File: src/rtl/adccc_pkg.sv
// Purpose: Shared constants and types for the converter control block.
// Assumes: 8-bit registers on a plain strobe port.
// Notes: Register offsets are word indices on the local port.
package adccc_pkg;
    // ----------------------------------------------------------------
    // Register offsets
    // ----------------------------------------------------------------
    localparam logic [3:0] OFS_CTRL = 4'h0;
    localparam logic [3:0] OFS_CFG = 4'h1;
    localparam logic [3:0] OFS_RES_HI = 4'h2;
    localparam logic [3:0] OFS_RES_LO = 4'h3;
    localparam logic [3:0] OFS_FLAGS = 4'h4;
    localparam logic [3:0] OFS_ENABLES = 4'h5;
    localparam logic [3:0] OFS_PRIORITY = 4'h6;
    localparam logic [3:0] OFS_PORT_A = 4'h7;
    localparam logic [3:0] OFS_PORT_E = 4'h8;
    localparam logic [3:0] OFS_DIR_A = 4'h9;
    localparam logic [3:0] OFS_DIR_E = 4'ha;
    localparam logic [3:0] OFS_CMP2_MODE = 4'hb;
    // ----------------------------------------------------------------
    // Field positions
    // ----------------------------------------------------------------
    localparam int CTRL_POWER_BIT = 0;
    localparam int CTRL_GO_BIT = 2;
    localparam int CTRL_CHAN_LSB = 3;
    localparam int CTRL_CLK_LSB = 6;
    localparam int CFG_CLK_HI_BIT = 6;
    localparam int CFG_JUSTIFY_BIT = 7;
    localparam int FLAG_DONE_BIT = 6;
    // ----------------------------------------------------------------
    // Reset values
    // ----------------------------------------------------------------
    localparam logic [7:0] CTRL_RST = 8'h00;
    localparam logic [7:0] CFG_RST = 8'h00;
    localparam logic [7:0] IRQ_RST = 8'h00;
    localparam logic [7:0] DIR_A_RST = 8'h7f;
    localparam logic [7:0] DIR_E_RST = 8'h07;
    localparam logic [3:0] CMP2_MODE_RST = 4'h0;
    localparam logic [3:0] CMP2_TRIGGER_MODE = 4'hb;
    // ----------------------------------------------------------------
    // Timing counts, in conversion bit periods
    // ----------------------------------------------------------------
    localparam logic [3:0] CONV_PERIODS = 4'hc;
    localparam logic [3:0] ABORT_WAIT_PERIODS = 4'h2;
    // ----------------------------------------------------------------
    // Types
    // ----------------------------------------------------------------
    typedef struct packed {
        logic [7:0] wdata;
        logic [3:0] addr;
        logic wr;
        logic rd;
    } adccc_bus_t;

    typedef struct packed {
        logic [9:0] result;
        logic done;
        logic abort_done;
    } adccc_evt_t;

    typedef enum logic [1:0] {
        ADCCC_IDLE,
        ADCCC_CONVERT,
        ADCCC_HOLDOFF
    } adccc_state_t;
endpackage

File: src/rtl/adccc_tick_gen.sv
// Purpose: Conversion bit period enable from the oscillator divider.
// Assumes: RC oscillator arrives as a level, sampled synchronously.
// Notes: Codes 3 and 7 select the private RC source.
`timescale 1ns/1ps
`default_nettype none
module adccc_tick_gen #(
    parameter int DIV_W = 6
) (
    input wire logic core_clk,
    input wire logic rst_b,
    input wire logic run,
    input wire logic [2:0] clk_sel,
    input wire logic rc_osc,
    output logic tick
);
    logic [DIV_W-1:0] cnt_q, cnt_d, last;
    logic rc_s1_q, rc_s2_q, rc_s3_q;
    logic tick_d;

    always_comb begin
        unique case (clk_sel)
            3'b000: last = 6'd1;
            3'b100: last = 6'd3;
            3'b001: last = 6'd7;
            3'b101: last = 6'd15;
            3'b010: last = 6'd31;
            3'b110: last = 6'd63;
            default: last = 6'd0;
        endcase
    end

    always_comb begin
        cnt_d = cnt_q;
        tick_d = 1'b0;
        if (!run) begin
            cnt_d = '0;
        end else if (clk_sel[1:0] == 2'b11) begin
            tick_d = rc_s2_q & ~rc_s3_q;
        end else if (cnt_q >= last) begin
            cnt_d = '0;
            tick_d = 1'b1;
        end else begin
            cnt_d = cnt_q + 1'b1;
        end
    end

    always_ff @(posedge core_clk or negedge rst_b) begin
        if (!rst_b) begin
            cnt_q <= '0;
            rc_s1_q <= 1'b0;
            rc_s2_q <= 1'b0;
            rc_s3_q <= 1'b0;
            tick <= 1'b0;
        end else begin
            cnt_q <= cnt_d;
            rc_s1_q <= rc_osc;
            rc_s2_q <= rc_s1_q;
            rc_s3_q <= rc_s2_q;
            tick <= tick_d;
        end
    end
endmodule // adccc_tick_gen
`default_nettype wire

File: src/rtl/adccc_seq.sv
// Purpose: Conversion sequencer counting bit periods.
// Assumes: Tick is a one-cycle enable.
// Notes: Reports completion and end of abort wait as pulses.
`timescale 1ns/1ps
`default_nettype none
module adccc_seq (
    input wire logic core_clk,
    input wire logic rst_b,
    input wire logic tick,
    input wire logic start,
    input wire logic abort,
    input wire logic [9:0] sar_code,
    output adccc_pkg::adccc_evt_t evt,
    output logic busy,
    output logic acquiring
);
    adccc_pkg::adccc_state_t st_q, st_d;
    logic [3:0] cnt_q, cnt_d;
    adccc_pkg::adccc_evt_t evt_d;

    always_comb begin
        st_d = st_q;
        cnt_d = cnt_q;
        evt_d = '0;
        unique case (st_q)
            adccc_pkg::ADCCC_IDLE: begin
                if (start) begin
                    st_d = adccc_pkg::ADCCC_CONVERT;
                    cnt_d = '0;
                end
            end
            adccc_pkg::ADCCC_CONVERT: begin
                if (abort) begin
                    st_d = adccc_pkg::ADCCC_HOLDOFF;
                    cnt_d = '0;
                end else if (tick) begin
                    if (cnt_q == adccc_pkg::CONV_PERIODS - 4'h1) begin
                        st_d = adccc_pkg::ADCCC_IDLE;
                        evt_d.done = 1'b1;
                        evt_d.result = sar_code;
                    end else begin
                        cnt_d = cnt_q + 4'h1;
                    end
                end
            end
            adccc_pkg::ADCCC_HOLDOFF: begin
                if (tick) begin
                    if (cnt_q == adccc_pkg::ABORT_WAIT_PERIODS - 4'h1) begin
                        st_d = adccc_pkg::ADCCC_IDLE;
                        evt_d.abort_done = 1'b1;
                    end else begin
                        cnt_d = cnt_q + 4'h1;
                    end
                end
            end
            default: st_d = adccc_pkg::ADCCC_IDLE;
        endcase
    end

    always_ff @(posedge core_clk or negedge rst_b) begin
        if (!rst_b) begin
            st_q <= adccc_pkg::ADCCC_IDLE;
            cnt_q <= '0;
            evt <= '0;
            busy <= 1'b0;
            acquiring <= 1'b1;
        end else begin
            st_q <= st_d;
            cnt_q <= cnt_d;
            evt <= evt_d;
            busy <= (st_d == adccc_pkg::ADCCC_CONVERT);
            acquiring <= (st_d == adccc_pkg::ADCCC_IDLE);
        end
    end
endmodule // adccc_seq
`default_nettype wire

File: src/rtl/adccc_top.sv
// Purpose: Control of a 10-bit successive-approximation converter.
// Assumes: Pin levels and the converter code are synchronous inputs.
// Notes: Registers are 8 bits wide on a plain strobe port.
// Behaviour
// - An output-driven selected pin converts the driver's own level.
// - Channel and direction bits never gate the sequencer.
// - Port reads return zero on analog-configured pins.
// - Digital-configured pins may still be selected and converted.
// - Clearing go during a conversion aborts it at once.
// - Abort leaves the result pair untouched.
// - After abort wait two bit periods before acquiring.
// - After that wait acquisition restarts automatically.
// - Trigger starts conversion only in mode 1011 with power on.
// - Trigger sets go and clears the timer counter.
// - Power off ignores trigger but timer still clears.
// - Clock select maps codes to 2..64 periods or RC.
// - A conversion lasts twelve bit periods.
// - Completion loads result, clears go, sets done flag.
// - Justify bit picks right or left result alignment.
//
// The placing of the registers and strobed register access were left to the implementer.
`timescale 1ns/1ps
`default_nettype none
module adccc_top (
    input wire logic core_clk,
    input wire logic rst_b,
    input wire logic [3:0] reg_addr,
    input wire logic [7:0] reg_wdata,
    input wire logic reg_wr,
    input wire logic reg_rd,
    output logic [7:0] reg_rdata,
    input wire logic [7:0] port_a_pins,
    input wire logic [7:0] port_e_pins,
    input wire logic special_event_trigger,
    input wire logic rc_osc,
    input wire logic [9:0] sar_code,
    output logic timer_clear,
    output logic [2:0] channel_select,
    output logic sample_enable,
    output logic conv_active,
    output logic conv_done_irq
);
    // ----------------------------------------------------------------
    // Registers
    // ----------------------------------------------------------------
    logic [7:0] ctrl_q, ctrl_d, cfg_q, cfg_d;
    logic [7:0] res_hi_q, res_hi_d, res_lo_q, res_lo_d;
    logic [7:0] flags_q, flags_d, en_q, en_d, prio_q, prio_d;
    logic [7:0] dir_a_q, dir_a_d, dir_e_q, dir_e_d;
    logic [3:0] cmp2_q, cmp2_d;
    logic [7:0] rdata_d;
    logic timer_clear_d;
    adccc_pkg::adccc_bus_t bus;
    adccc_pkg::adccc_evt_t evt;
    logic tick, busy, acquiring, start, abort, trig_ok, go_q;
    logic [7:0] analog_mask;

    assign bus = '{wdata: reg_wdata, addr: reg_addr, wr: reg_wr, rd: reg_rd};
    assign go_q = ctrl_q[adccc_pkg::CTRL_GO_BIT];

    // Analog pin map per port configuration code; bit n is channel n.
    function automatic logic [7:0] analog_of(input logic [3:0] pcfg);
        unique case (pcfg)
            4'h0, 4'h1, 4'h8: analog_of = 8'hff;
            4'h2, 4'h3: analog_of = 8'h1f;
            4'h4, 4'h5: analog_of = 8'h0b;
            4'h6, 4'h7: analog_of = 8'h00;
            4'h9, 4'ha, 4'hb: analog_of = 8'h3f;
            4'hc: analog_of = 8'h1f;
            4'hd: analog_of = 8'h0f;
            4'he, 4'hf: analog_of = 8'h01;
            default: analog_of = 8'h00;
        endcase
    endfunction

    assign analog_mask = analog_of(cfg_q[3:0]);

    // ----------------------------------------------------------------
    // Conversion start and abort
    // ----------------------------------------------------------------
    // trigger qualification
    assign trig_ok = special_event_trigger &&
        cmp2_q == adccc_pkg::CMP2_TRIGGER_MODE &&
        ctrl_q[adccc_pkg::CTRL_POWER_BIT];
    // Go still stands in the cycle the result lands, so done masks start.
    // no channel gating
    assign start = go_q && !busy && acquiring && !evt.done;
    assign abort = busy && !go_q;

    adccc_tick_gen #(.DIV_W(6)) u_tick (
        .core_clk(core_clk),
        .rst_b(rst_b),
        .run(ctrl_q[adccc_pkg::CTRL_POWER_BIT]),
        .clk_sel({cfg_q[adccc_pkg::CFG_CLK_HI_BIT],
                  ctrl_q[adccc_pkg::CTRL_CLK_LSB+1:adccc_pkg::CTRL_CLK_LSB]}),
        .rc_osc(rc_osc),
        .tick(tick)
    );

    adccc_seq u_seq (
        .core_clk(core_clk),
        .rst_b(rst_b),
        .tick(tick),
        .start(start),
        .abort(abort),
        .sar_code(sar_code),
        .evt(evt),
        .busy(busy),
        .acquiring(acquiring)
    );

    // ----------------------------------------------------------------
    // Register next state
    // ----------------------------------------------------------------
    always_comb begin
        ctrl_d = ctrl_q;
        cfg_d = cfg_q;
        res_hi_d = res_hi_q;
        res_lo_d = res_lo_q;
        flags_d = flags_q;
        en_d = en_q;
        prio_d = prio_q;
        dir_a_d = dir_a_q;
        dir_e_d = dir_e_q;
        cmp2_d = cmp2_q;
        if (bus.wr) begin
            unique case (bus.addr)
                adccc_pkg::OFS_CTRL: ctrl_d = bus.wdata & 8'hfd;
                adccc_pkg::OFS_CFG: cfg_d = bus.wdata & 8'hcf;
                adccc_pkg::OFS_RES_HI: res_hi_d = bus.wdata;
                adccc_pkg::OFS_RES_LO: res_lo_d = bus.wdata;
                adccc_pkg::OFS_FLAGS: flags_d = bus.wdata;
                adccc_pkg::OFS_ENABLES: en_d = bus.wdata;
                adccc_pkg::OFS_PRIORITY: prio_d = bus.wdata;
                adccc_pkg::OFS_DIR_A: dir_a_d = bus.wdata & 8'h7f;
                adccc_pkg::OFS_DIR_E: dir_e_d = bus.wdata & 8'hf7;
                adccc_pkg::OFS_CMP2_MODE: cmp2_d = bus.wdata[3:0];
                default: ;
            endcase
        end
        if (trig_ok) begin
            ctrl_d[adccc_pkg::CTRL_GO_BIT] = 1'b1;
        end
        if (evt.done) begin
            ctrl_d[adccc_pkg::CTRL_GO_BIT] = 1'b0;
            flags_d[adccc_pkg::FLAG_DONE_BIT] = 1'b1;
            if (cfg_q[adccc_pkg::CFG_JUSTIFY_BIT]) begin
                res_hi_d = {6'h00, evt.result[9:8]};
                res_lo_d = evt.result[7:0];
            end else begin
                res_hi_d = evt.result[9:2];
                res_lo_d = {evt.result[1:0], 6'h00};
            end
        end
        // Power off drops go.
        if (!ctrl_d[adccc_pkg::CTRL_POWER_BIT]) begin
            ctrl_d[adccc_pkg::CTRL_GO_BIT] = 1'b0;
        end
    end

    // ----------------------------------------------------------------
    // Read data and outputs
    // ----------------------------------------------------------------
    always_comb begin
        rdata_d = 8'h00;
        if (bus.rd) begin
            unique case (bus.addr)
                adccc_pkg::OFS_CTRL: rdata_d = ctrl_q;
                adccc_pkg::OFS_CFG: rdata_d = cfg_q;
                adccc_pkg::OFS_RES_HI: rdata_d = res_hi_q;
                adccc_pkg::OFS_RES_LO: rdata_d = res_lo_q;
                adccc_pkg::OFS_FLAGS: rdata_d = flags_q;
                adccc_pkg::OFS_ENABLES: rdata_d = en_q;
                adccc_pkg::OFS_PRIORITY: rdata_d = prio_q;
                adccc_pkg::OFS_PORT_A: rdata_d = port_a_pins & 8'h7f &
                    ~{2'b00, analog_mask[4], 1'b0, analog_mask[3:0]};
                adccc_pkg::OFS_PORT_E: rdata_d = port_e_pins & 8'h07 &
                    ~{5'h00, analog_mask[7:5]};
                adccc_pkg::OFS_DIR_A: rdata_d = dir_a_q;
                adccc_pkg::OFS_DIR_E: rdata_d = dir_e_q;
                adccc_pkg::OFS_CMP2_MODE: rdata_d = {4'h0, cmp2_q};
                default: rdata_d = 8'h00;
            endcase
        end
    end

    assign timer_clear_d = special_event_trigger &&
        cmp2_q == adccc_pkg::CMP2_TRIGGER_MODE;

    always_ff @(posedge core_clk or negedge rst_b) begin
        if (!rst_b) begin
            ctrl_q <= adccc_pkg::CTRL_RST;
            cfg_q <= adccc_pkg::CFG_RST;
            res_hi_q <= 8'h00;
            res_lo_q <= 8'h00;
            flags_q <= adccc_pkg::IRQ_RST;
            en_q <= adccc_pkg::IRQ_RST;
            prio_q <= adccc_pkg::IRQ_RST;
            dir_a_q <= adccc_pkg::DIR_A_RST;
            dir_e_q <= adccc_pkg::DIR_E_RST;
            cmp2_q <= adccc_pkg::CMP2_MODE_RST;
            reg_rdata <= 8'h00;
            timer_clear <= 1'b0;
            channel_select <= 3'h0;
            sample_enable <= 1'b0;
            conv_active <= 1'b0;
            conv_done_irq <= 1'b0;
        end else begin
            ctrl_q <= ctrl_d;
            cfg_q <= cfg_d;
            res_hi_q <= res_hi_d;
            res_lo_q <= res_lo_d;
            flags_q <= flags_d;
            en_q <= en_d;
            prio_q <= prio_d;
            dir_a_q <= dir_a_d;
            dir_e_q <= dir_e_d;
            cmp2_q <= cmp2_d;
            reg_rdata <= rdata_d;
            timer_clear <= timer_clear_d;
            channel_select <= ctrl_d[adccc_pkg::CTRL_CHAN_LSB+2:
                                     adccc_pkg::CTRL_CHAN_LSB];
            sample_enable <= acquiring && ctrl_d[adccc_pkg::CTRL_POWER_BIT];
            conv_active <= busy;
            conv_done_irq <= flags_d[adccc_pkg::FLAG_DONE_BIT] &
                en_d[adccc_pkg::FLAG_DONE_BIT];
        end
    end
endmodule // adccc_top
`default_nettype wire

File: config.mk
export PLATFORM = sky130hd
export DESIGN_NAME = adccc_top
export DESIGN_NICKNAME = d
export VERILOG_FILES = /design/src/rtl/adccc_pkg.sv /design/src/rtl/adccc_tick_gen.sv /design/src/rtl/adccc_seq.sv /design/src/rtl/adccc_top.sv
export SDC_FILE = /design/constraint.sdc
export NUM_CORES = 1
export LEC_CHECK = 0
export BUFFER_PORTS_ARGS = -buffer_cell sky130_fd_sc_hd__buf_2
export CAP_MARGIN = 20
export CORE_UTILIZATION = 64
export CTS_CLUSTER_SIZE = 10
export DETAILED_ROUTE_END_ITERATION = 6
export PLACE_DENSITY = 0.9
export SLEW_MARGIN = 20
export SYNTH_ARGS = -nofsm -noshare
export SYNTH_HDL_FRONTEND = slang
export SYNTH_SLANG_ARGS = --single-unit
File: constraint.sdc
create_clock -name core_clk -period 3.4 [get_ports core_clk]
set_input_delay 0.68 -clock core_clk [delete_from_list [all_inputs] [get_ports core_clk]]
set_output_delay 0.68 -clock core_clk [all_outputs]
set_load 0.005 [all_outputs]
### Word-level counts from Yosys, hierarchy flattened

Memory sizes are Yosys's and may differ from the RTL's.
Cells that the tools add are included.

| word-level totals | value |
|---|---|
| bits in registers | 115 |
| bits in latches | 0 |
| RAM bits | 0 |
| memory bits (read-only) | 128 |
| input bits | 44 |
| output and inout port bits | 15 |
| memories | 1 |

| cells by class | value |
|---|---|
| $add $sub $neg | 2 |
| multiply operators | 0 |
| divide/modulo/power cells | 0 |
| magnitude comparators | 1 |
| equality and inequality tests | 31 |
| shifts and indexed selects | 0 |
| mux-type cells | 45 |
| bitwise gates (word level) | 7 |
| reduce and logical (&&, ||, !) cells | 30 |

Memory list:

| name | depth | width | read ports | clocked after Yosys merged registers in | write ports | RTL line | text |
|---|---|---|---|---|---|---|---|
| (name not given) | 16 | 8 | 1 | 0 | 0 | adccc_top.sv:63 | `unique case (pcfg)` |

Operators with widths:

| operator | count |
|---|---|
| 8-bit case mux with 12 select lines | 1 |
| 8-bit two-way mux | 9 |
| 11-bit two-way mux | 4 |
| 6-bit case mux with 6 select lines | 1 |
| 6-bit two-way mux | 5 |
| 7-bit two-way mux | 4 |
| 4-bit == test, second input constant | 6 |
| 4-bit two-way mux | 6 |
| 2-bit AND reduction | 11 |
| 4-bit by 3-bit == test with 1-bit output, second input constant | 4 |
| 2-bit two-way mux | 6 |
| 4-bit case mux with 3 select lines | 1 |
| 3-bit == test, second input constant | 3 |
| 3-bit by 8-bit bitwise AND with 8-bit output | 1 |
| 7-bit by 8-bit bitwise AND with 8-bit output | 1 |
| 4-bit by 1-bit == test with 1-bit output, second input constant | 2 |
| 4-bit by 2-bit == test with 1-bit output, second input constant | 2 |
| 2-bit != test, second input constant | 4 |
| 3-bit inverter with 8-bit output | 1 |
| 6-bit inverter with 8-bit output | 1 |
| 1-bit logical AND | 7 |
| 1-bit two-way mux | 7 |
| 6-bit by 1-bit adder with 6-bit output, second input constant | 1 |
| 6-bit >= comparator | 1 |
| other kinds (18) | 27 |

### Longest topological paths before layout

| logic depth | value |
|---|---|
| depth in word-level cells | 7 |
| mapped depth | 8 |
| gate-level depth less buffers | 8 |

### Modules after synthesis

From an unflattened synthesis, not the netlist that was laid out.

| second synthesis, totals | value |
|---|---|
| cell total of the unflattened synthesis | 507 |
| area total of the unflattened synthesis | 5844.4 sq um |

Modules (own cells, without submodules):

| module | instances | cells each | area an instance (sq um) |
|---|---|---|---|
| adccc_top | 1 | 360 | 4227.8 |
| adccc_seq | 1 | 77 | 947.2 |
| adccc_tick_gen | 1 | 70 | 669.4 |

### Worst setup path after synthesis

No wires, ideal clock.

| timing | value |
|---|---|
| path kind | input port to flip-flop |
| from | input port reg_addr[2] |
| to | register conv_done_irq |
| arrival | 1.760 ns |
| path slack | 1.502 ns |
| stages | 6 |
| path buffers | 1 |
| cells stage by stage | buf_4 > and2b_2 > nand2_2 > nor2_4 > mux2_2 > a21boi_1 |

| between the ends | value |
|---|---|
| elaborated cells on any way between the ends | 8 |
| those cells by class | 2 x eq/ne; 5 x mux; 1 x bitwise |

RTL lines:

| element | RTL line | text |
|---|---|---|
| start, declared | adccc_top.sv:27 | `input wire logic [3:0] reg_addr,` |
| 4-bit by 3-bit == test with 1-bit output | adccc_top.sv:127 | `unique case (bus.addr)` |
| 7-bit two-way mux | adccc_top.sv:127 |  |
| 7-bit two-way mux | adccc_top.sv:126 | `if (bus.wr) begin` |
| net en_d[6] | adccc_top.sv:48 | `logic [7:0] flags_q, flags_d, en_q, en_d, prio_q, prio_d;` |
| 1-bit bitwise AND | adccc_top.sv:225 | `conv_done_irq <= flags_d[adccc_pkg::FLAG_DONE_BIT] &` |
| end signal, assigned | adccc_top.sv:225 |  |
| end, declared | adccc_top.sv:41 | `output logic conv_done_irq` |

The timed path passes the listed nets, and every way through them passes these cells.
A chain may end at the register's enable or synchronous reset.

### Worst setup path in the final report

| timing | value |
|---|---|
| from | input port reg_addr[2] |
| to | register conv_done_irq |

| between the ends | value |
|---|---|
| longest elaborated chain between the ends | 5 |
| elaborated cells on any way between the ends | 8 |
| those cells by class | 2 x eq/ne; 5 x mux; 1 x bitwise |

RTL lines:

| element | RTL line | text |
|---|---|---|
| 4-bit by 3-bit == test with 1-bit output | adccc_top.sv:127 |  |
| 7-bit two-way mux | adccc_top.sv:127 |  |
| 7-bit two-way mux | adccc_top.sv:126 |  |
| 1-bit two-way mux | adccc_top.sv:144 | `if (evt.done) begin` |
| 1-bit bitwise AND * | adccc_top.sv:225 |  |

Every way passes the cells marked *; elsewhere a longest branch is shown, timed or not.

==> results_dict.tcl <==
set metrics [dict create \
    grtUsageTotal_pct 31.5 \
    power.share.clock_pct 22.1 \
    drtPass1Iterations 5 \
    end_kind "flop" \
    seqPwrFrac_pct 55.4 \
    slew_headroom_pct 49.1 \
    tns_ns 0 \
    sw_frac_of_total_pct 31.2 \
    synth_nets 582 \
    ys_ff_latch 112 \
    crit_type "input pin to flop" \
    areaGrowthSynthToFinish_pct 8.13 \
    crit_path_max_fanout 29 \
    drt-initial-drc-count 381 \
    multi_input_area_um2 2650 \
    crit_arrival_ns 2.47 \
    synth_cells 519 \
    gp_congestion 0.899 \
    reg2reg_depth 8 \
    finalMaxSlewViolations 0 \
    antenna_cells 0 \
    hold_viol_final 0 \
    n_fill_cell 566 \
    clk_latency_ns 0.37 \
    via_count 4232 \
    drcViolationCount 0 \
    setup_viol 0 \
    cts_buffer_depth 2 \
    power.density_nw_per_um2 526 \
    initial_core_util_pct 67.4 \
    crit_path_start "reg_addr[2]" \
    hp-class "input pin to async pin" \
    htree_levels 3 \
    clk_pin_slew_ns 0.10 \
    die_w_um 95.9 \
    final_nets 621 \
    required_ns 3.64 \
    period_minus_slack_ns 2.23 \
    cts_resized 0 \
    dieArea_um2 9200 \
    rsz0062_at_grt "no" \
    switching_power_mw 1.00 \
    synth_edf_count 0 \
    io_pins 59 \
    portBuffers 52 \
    cts_buffers 9 \
    p_int_mw 2.21 \
    wire_per_inst_um 19.7 \
    fin_skew_ns 0.0110 \
    p_leak_nw 2.76 \
    power_mw 3.21 \
    seq_area_frac_synth_pct 49.9 \
    layout-drive-gt1-share_pct 27.4 \
    p_comb_share_pct 22.5 \
    grt_pass1_wl_um 21200 \
    rows 33 \
    overflow 0 \
    synth_cell_type_count 61 \
    finalCritPeriodShare_pct 65.6 \
    routed_via_density 6.34 \
    r2r_slack_ns 1.21 \
    clock_sinks 112 \
    synth_flop_cell "dfrtp_1" \
    antenna_left 0 \
    core_area_um2 8380 \
    async_reset_ff_share_pct 100 \
    cts_hold_buf 0 \
    status "finished clean" \
    crit_path_end "conv_done_irq" \
    clock-root-buffer "clkbuf_8" \
    yosysWarnings 0 \
    tightest_slew_ns 0.764 \
    synth.avg_cell_area_um2 10.9 \
    ff_latch_area_um2 2820 \
    grt_max_degree 62 \
    fmax_mhz 448 \
    syn_area_um2 5650 \
    ir_drop_mv 0.225 \
    cts_tree "yes" \
    r2r-end "u_tick.cnt_q[3]" \
    post_cts_buffers 0 \
    die_h_um 95.9 \
    antenna_found_initial 0 \
    r2r-start "ctrl_q[6]" \
    cp-start-kind "input pin" \
    drt_wl_total_um 13200 \
    cap_violations 0 \
    grt_pass1_vias 4134 \
    dp_hpwl_um 9420 \
]
[final cells by class]
| class | instances | share of cell area [%] |
|---|---|---|
| timing repair buffer | 54 | 4.76 |
| tap | 105 | 2.15 |
| multi-input combinational | 366 | 43.3 |
| sequential | 112 | 46.1 |
| inverter | 15 | 0.922 |
| clock buffer | 11 | 2.15 |
| clock inverter | 5 | 0.553 |
[synth_stat cells (3+ instances only)]
| cell type | instances | area [um2] |
|---|---|---|
| nor2_2 | 3 | 18.8 |
| nor3_1 | 5 | 25.0 |
| nand3_1 | 14 | 70.1 |
| nand3b_1 | 4 | 30.0 |
| dfrtp_1 | 101 | 2530 |
| o22ai_1 | 3 | 18.8 |
| nand2_1 | 50 | 188 |
| a22o_1 | 3 | 26.3 |
| nand2b_1 | 11 | 68.8 |
| and2_1 | 13 | 81.3 |
| nor2_1 | 28 | 105 |
| a31oi_1 | 3 | 18.8 |
| buf_2 | 12 | 60.1 |
| a32oi_1 | 5 | 43.8 |
| a21boi_0 | 4 | 30.0 |
| a22oi_1 | 10 | 75.1 |
| mux2i_1 | 11 | 110 |
| a21oi_1 | 26 | 130 |
| o21ai_0 | 26 | 130 |
| clkbuf_1 | 8 | 30.0 |
| buf_4 | 4 | 30.0 |
| nor2b_1 | 13 | 81.3 |
| mux2_2 | 61 | 687 |
| and3_1 | 7 | 43.8 |
| ha_1 | 19 | 238 |
| a221oi_1 | 3 | 26.3 |
| inv_1 | 15 | 56.3 |
| dfstp_2 | 11 | 289 |
[power by group through the flow]
stage / registers, mW / logic [mW] / clock network, mW
finish: 1.78 / 0.723 / 0.709
global route: 1.80 / 0.802 / 0.780
CTS: 1.77 / 0.718 / 0.715
detailed placement: 1.80 / 0.711 / 0
global placement: 1.77 / 0.671 / 0
floorplan: 1.72 / 0.535 / 0
[worst min-delay path by stage]
stage                         from              end  slack [ns]  cells after the start
finish                       rst_b  u_tick.cnt_q[5]        0.36                      1
global route        u_tick.rc_s1_q   u_tick.rc_s2_q        0.38                      0
global placement    u_tick.rc_s1_q   u_tick.rc_s2_q        0.33                      0
floorplan           u_tick.rc_s1_q   u_tick.rc_s2_q        0.33                      0
CTS                 u_tick.rc_s1_q   u_tick.rc_s2_q        0.38                      0
detailed placement  u_tick.rc_s2_q   u_tick.rc_s3_q        0.36                      0
[cells in the final DEF (no fill, tap or decap), types with 4 or more instances in the layout]
| cell type | instances |
|---|---|
| nand3b_1 | 4 |
| buf_2 | 51 |
| nand3_1 | 14 |
| inv_1 | 15 |
| clkbuf_8 | 9 |
| and2_1 | 13 |
| o21ai_0 | 26 |
| nor2b_1 | 13 |
| dfrtp_1 | 101 |
| nor3_1 | 5 |
| a22oi_1 | 10 |
| dfstp_2 | 11 |
| and3_1 | 7 |
| a21boi_0 | 4 |
| a21oi_1 | 26 |
| nor2_1 | 28 |
| ha_1 | 19 |
| nand2b_1 | 11 |
| mux2_2 | 61 |
| nand2_1 | 50 |
| mux2i_1 | 11 |
| a32oi_1 | 5 |
[per-layer routing]
layer	vias to the layer above	global-route usage [%]	part of all wire, %
met5	-	0	0
met4	0	11.6	3.0
met3	41	7.74	7.1
met2	183	50.1	47
met1	2082	42.1	42
li1	1926	-	-
[worst max-delay path, stage by stage]
cell and delay, ns:
buf_2 0.45, and2b_2 0.32, nand2_2 0.12, nor3_4 0.47
mux2i_1 0.32, a21boi_1 0.10
[metrics by stage]
stage | hold WS, ns | std cells | instance area [um2] | worst slack (ns) | utilization (%)
CTS | 0.383 | 668 | 6100 | 1.22 | 72.8
floorplan | 0.331 | 519 | 5650 | 1.50 | -
detailed placement | 0.360 | 652 | 5940 | 0.835 | 70.9
global route | 0.380 | 668 | 6100 | 1.05 | 72.8
global placement | 0.332 | 652 | 5940 | 0.856 | 70.9
finish | 0.364 | 668 | 6100 | 1.17 | 72.8
[registers in the layout (all words and copies together) (netlist names), 2 cells and up]
signal and count:
res_hi_q 8, cfg_q 6, cmp2_q 4, u_seq.st_q 2, u_seq.cnt_q 4, flags_q 8
channel_select 2, u_tick.cnt_q 6, res_lo_q 8, prio_q 8, reg_rdata 8, en_q 8
u_seq.evt 11, ctrl_q 5, dir_a_q 7, dir_e_q 7
[kinds of logic (layout without fill, tap and decap cells)]
group | after synthesis | in the layout | synth area share [%]
muxes | 73 | 73 | 14.5
buffers and inverters | 41 | 85 | 3.26
and+or+nand+nor | 163 | 163 | 14.8
AOI/OAI and AO/OA | 109 | 109 | 13.0
xor gates and xnor gates | 2 | 2 | 0.310
DFF | 112 | 112 | 49.9
adders and majority gates | 19 | 19 | 4.21
Power figures use the tool's default switching activity.
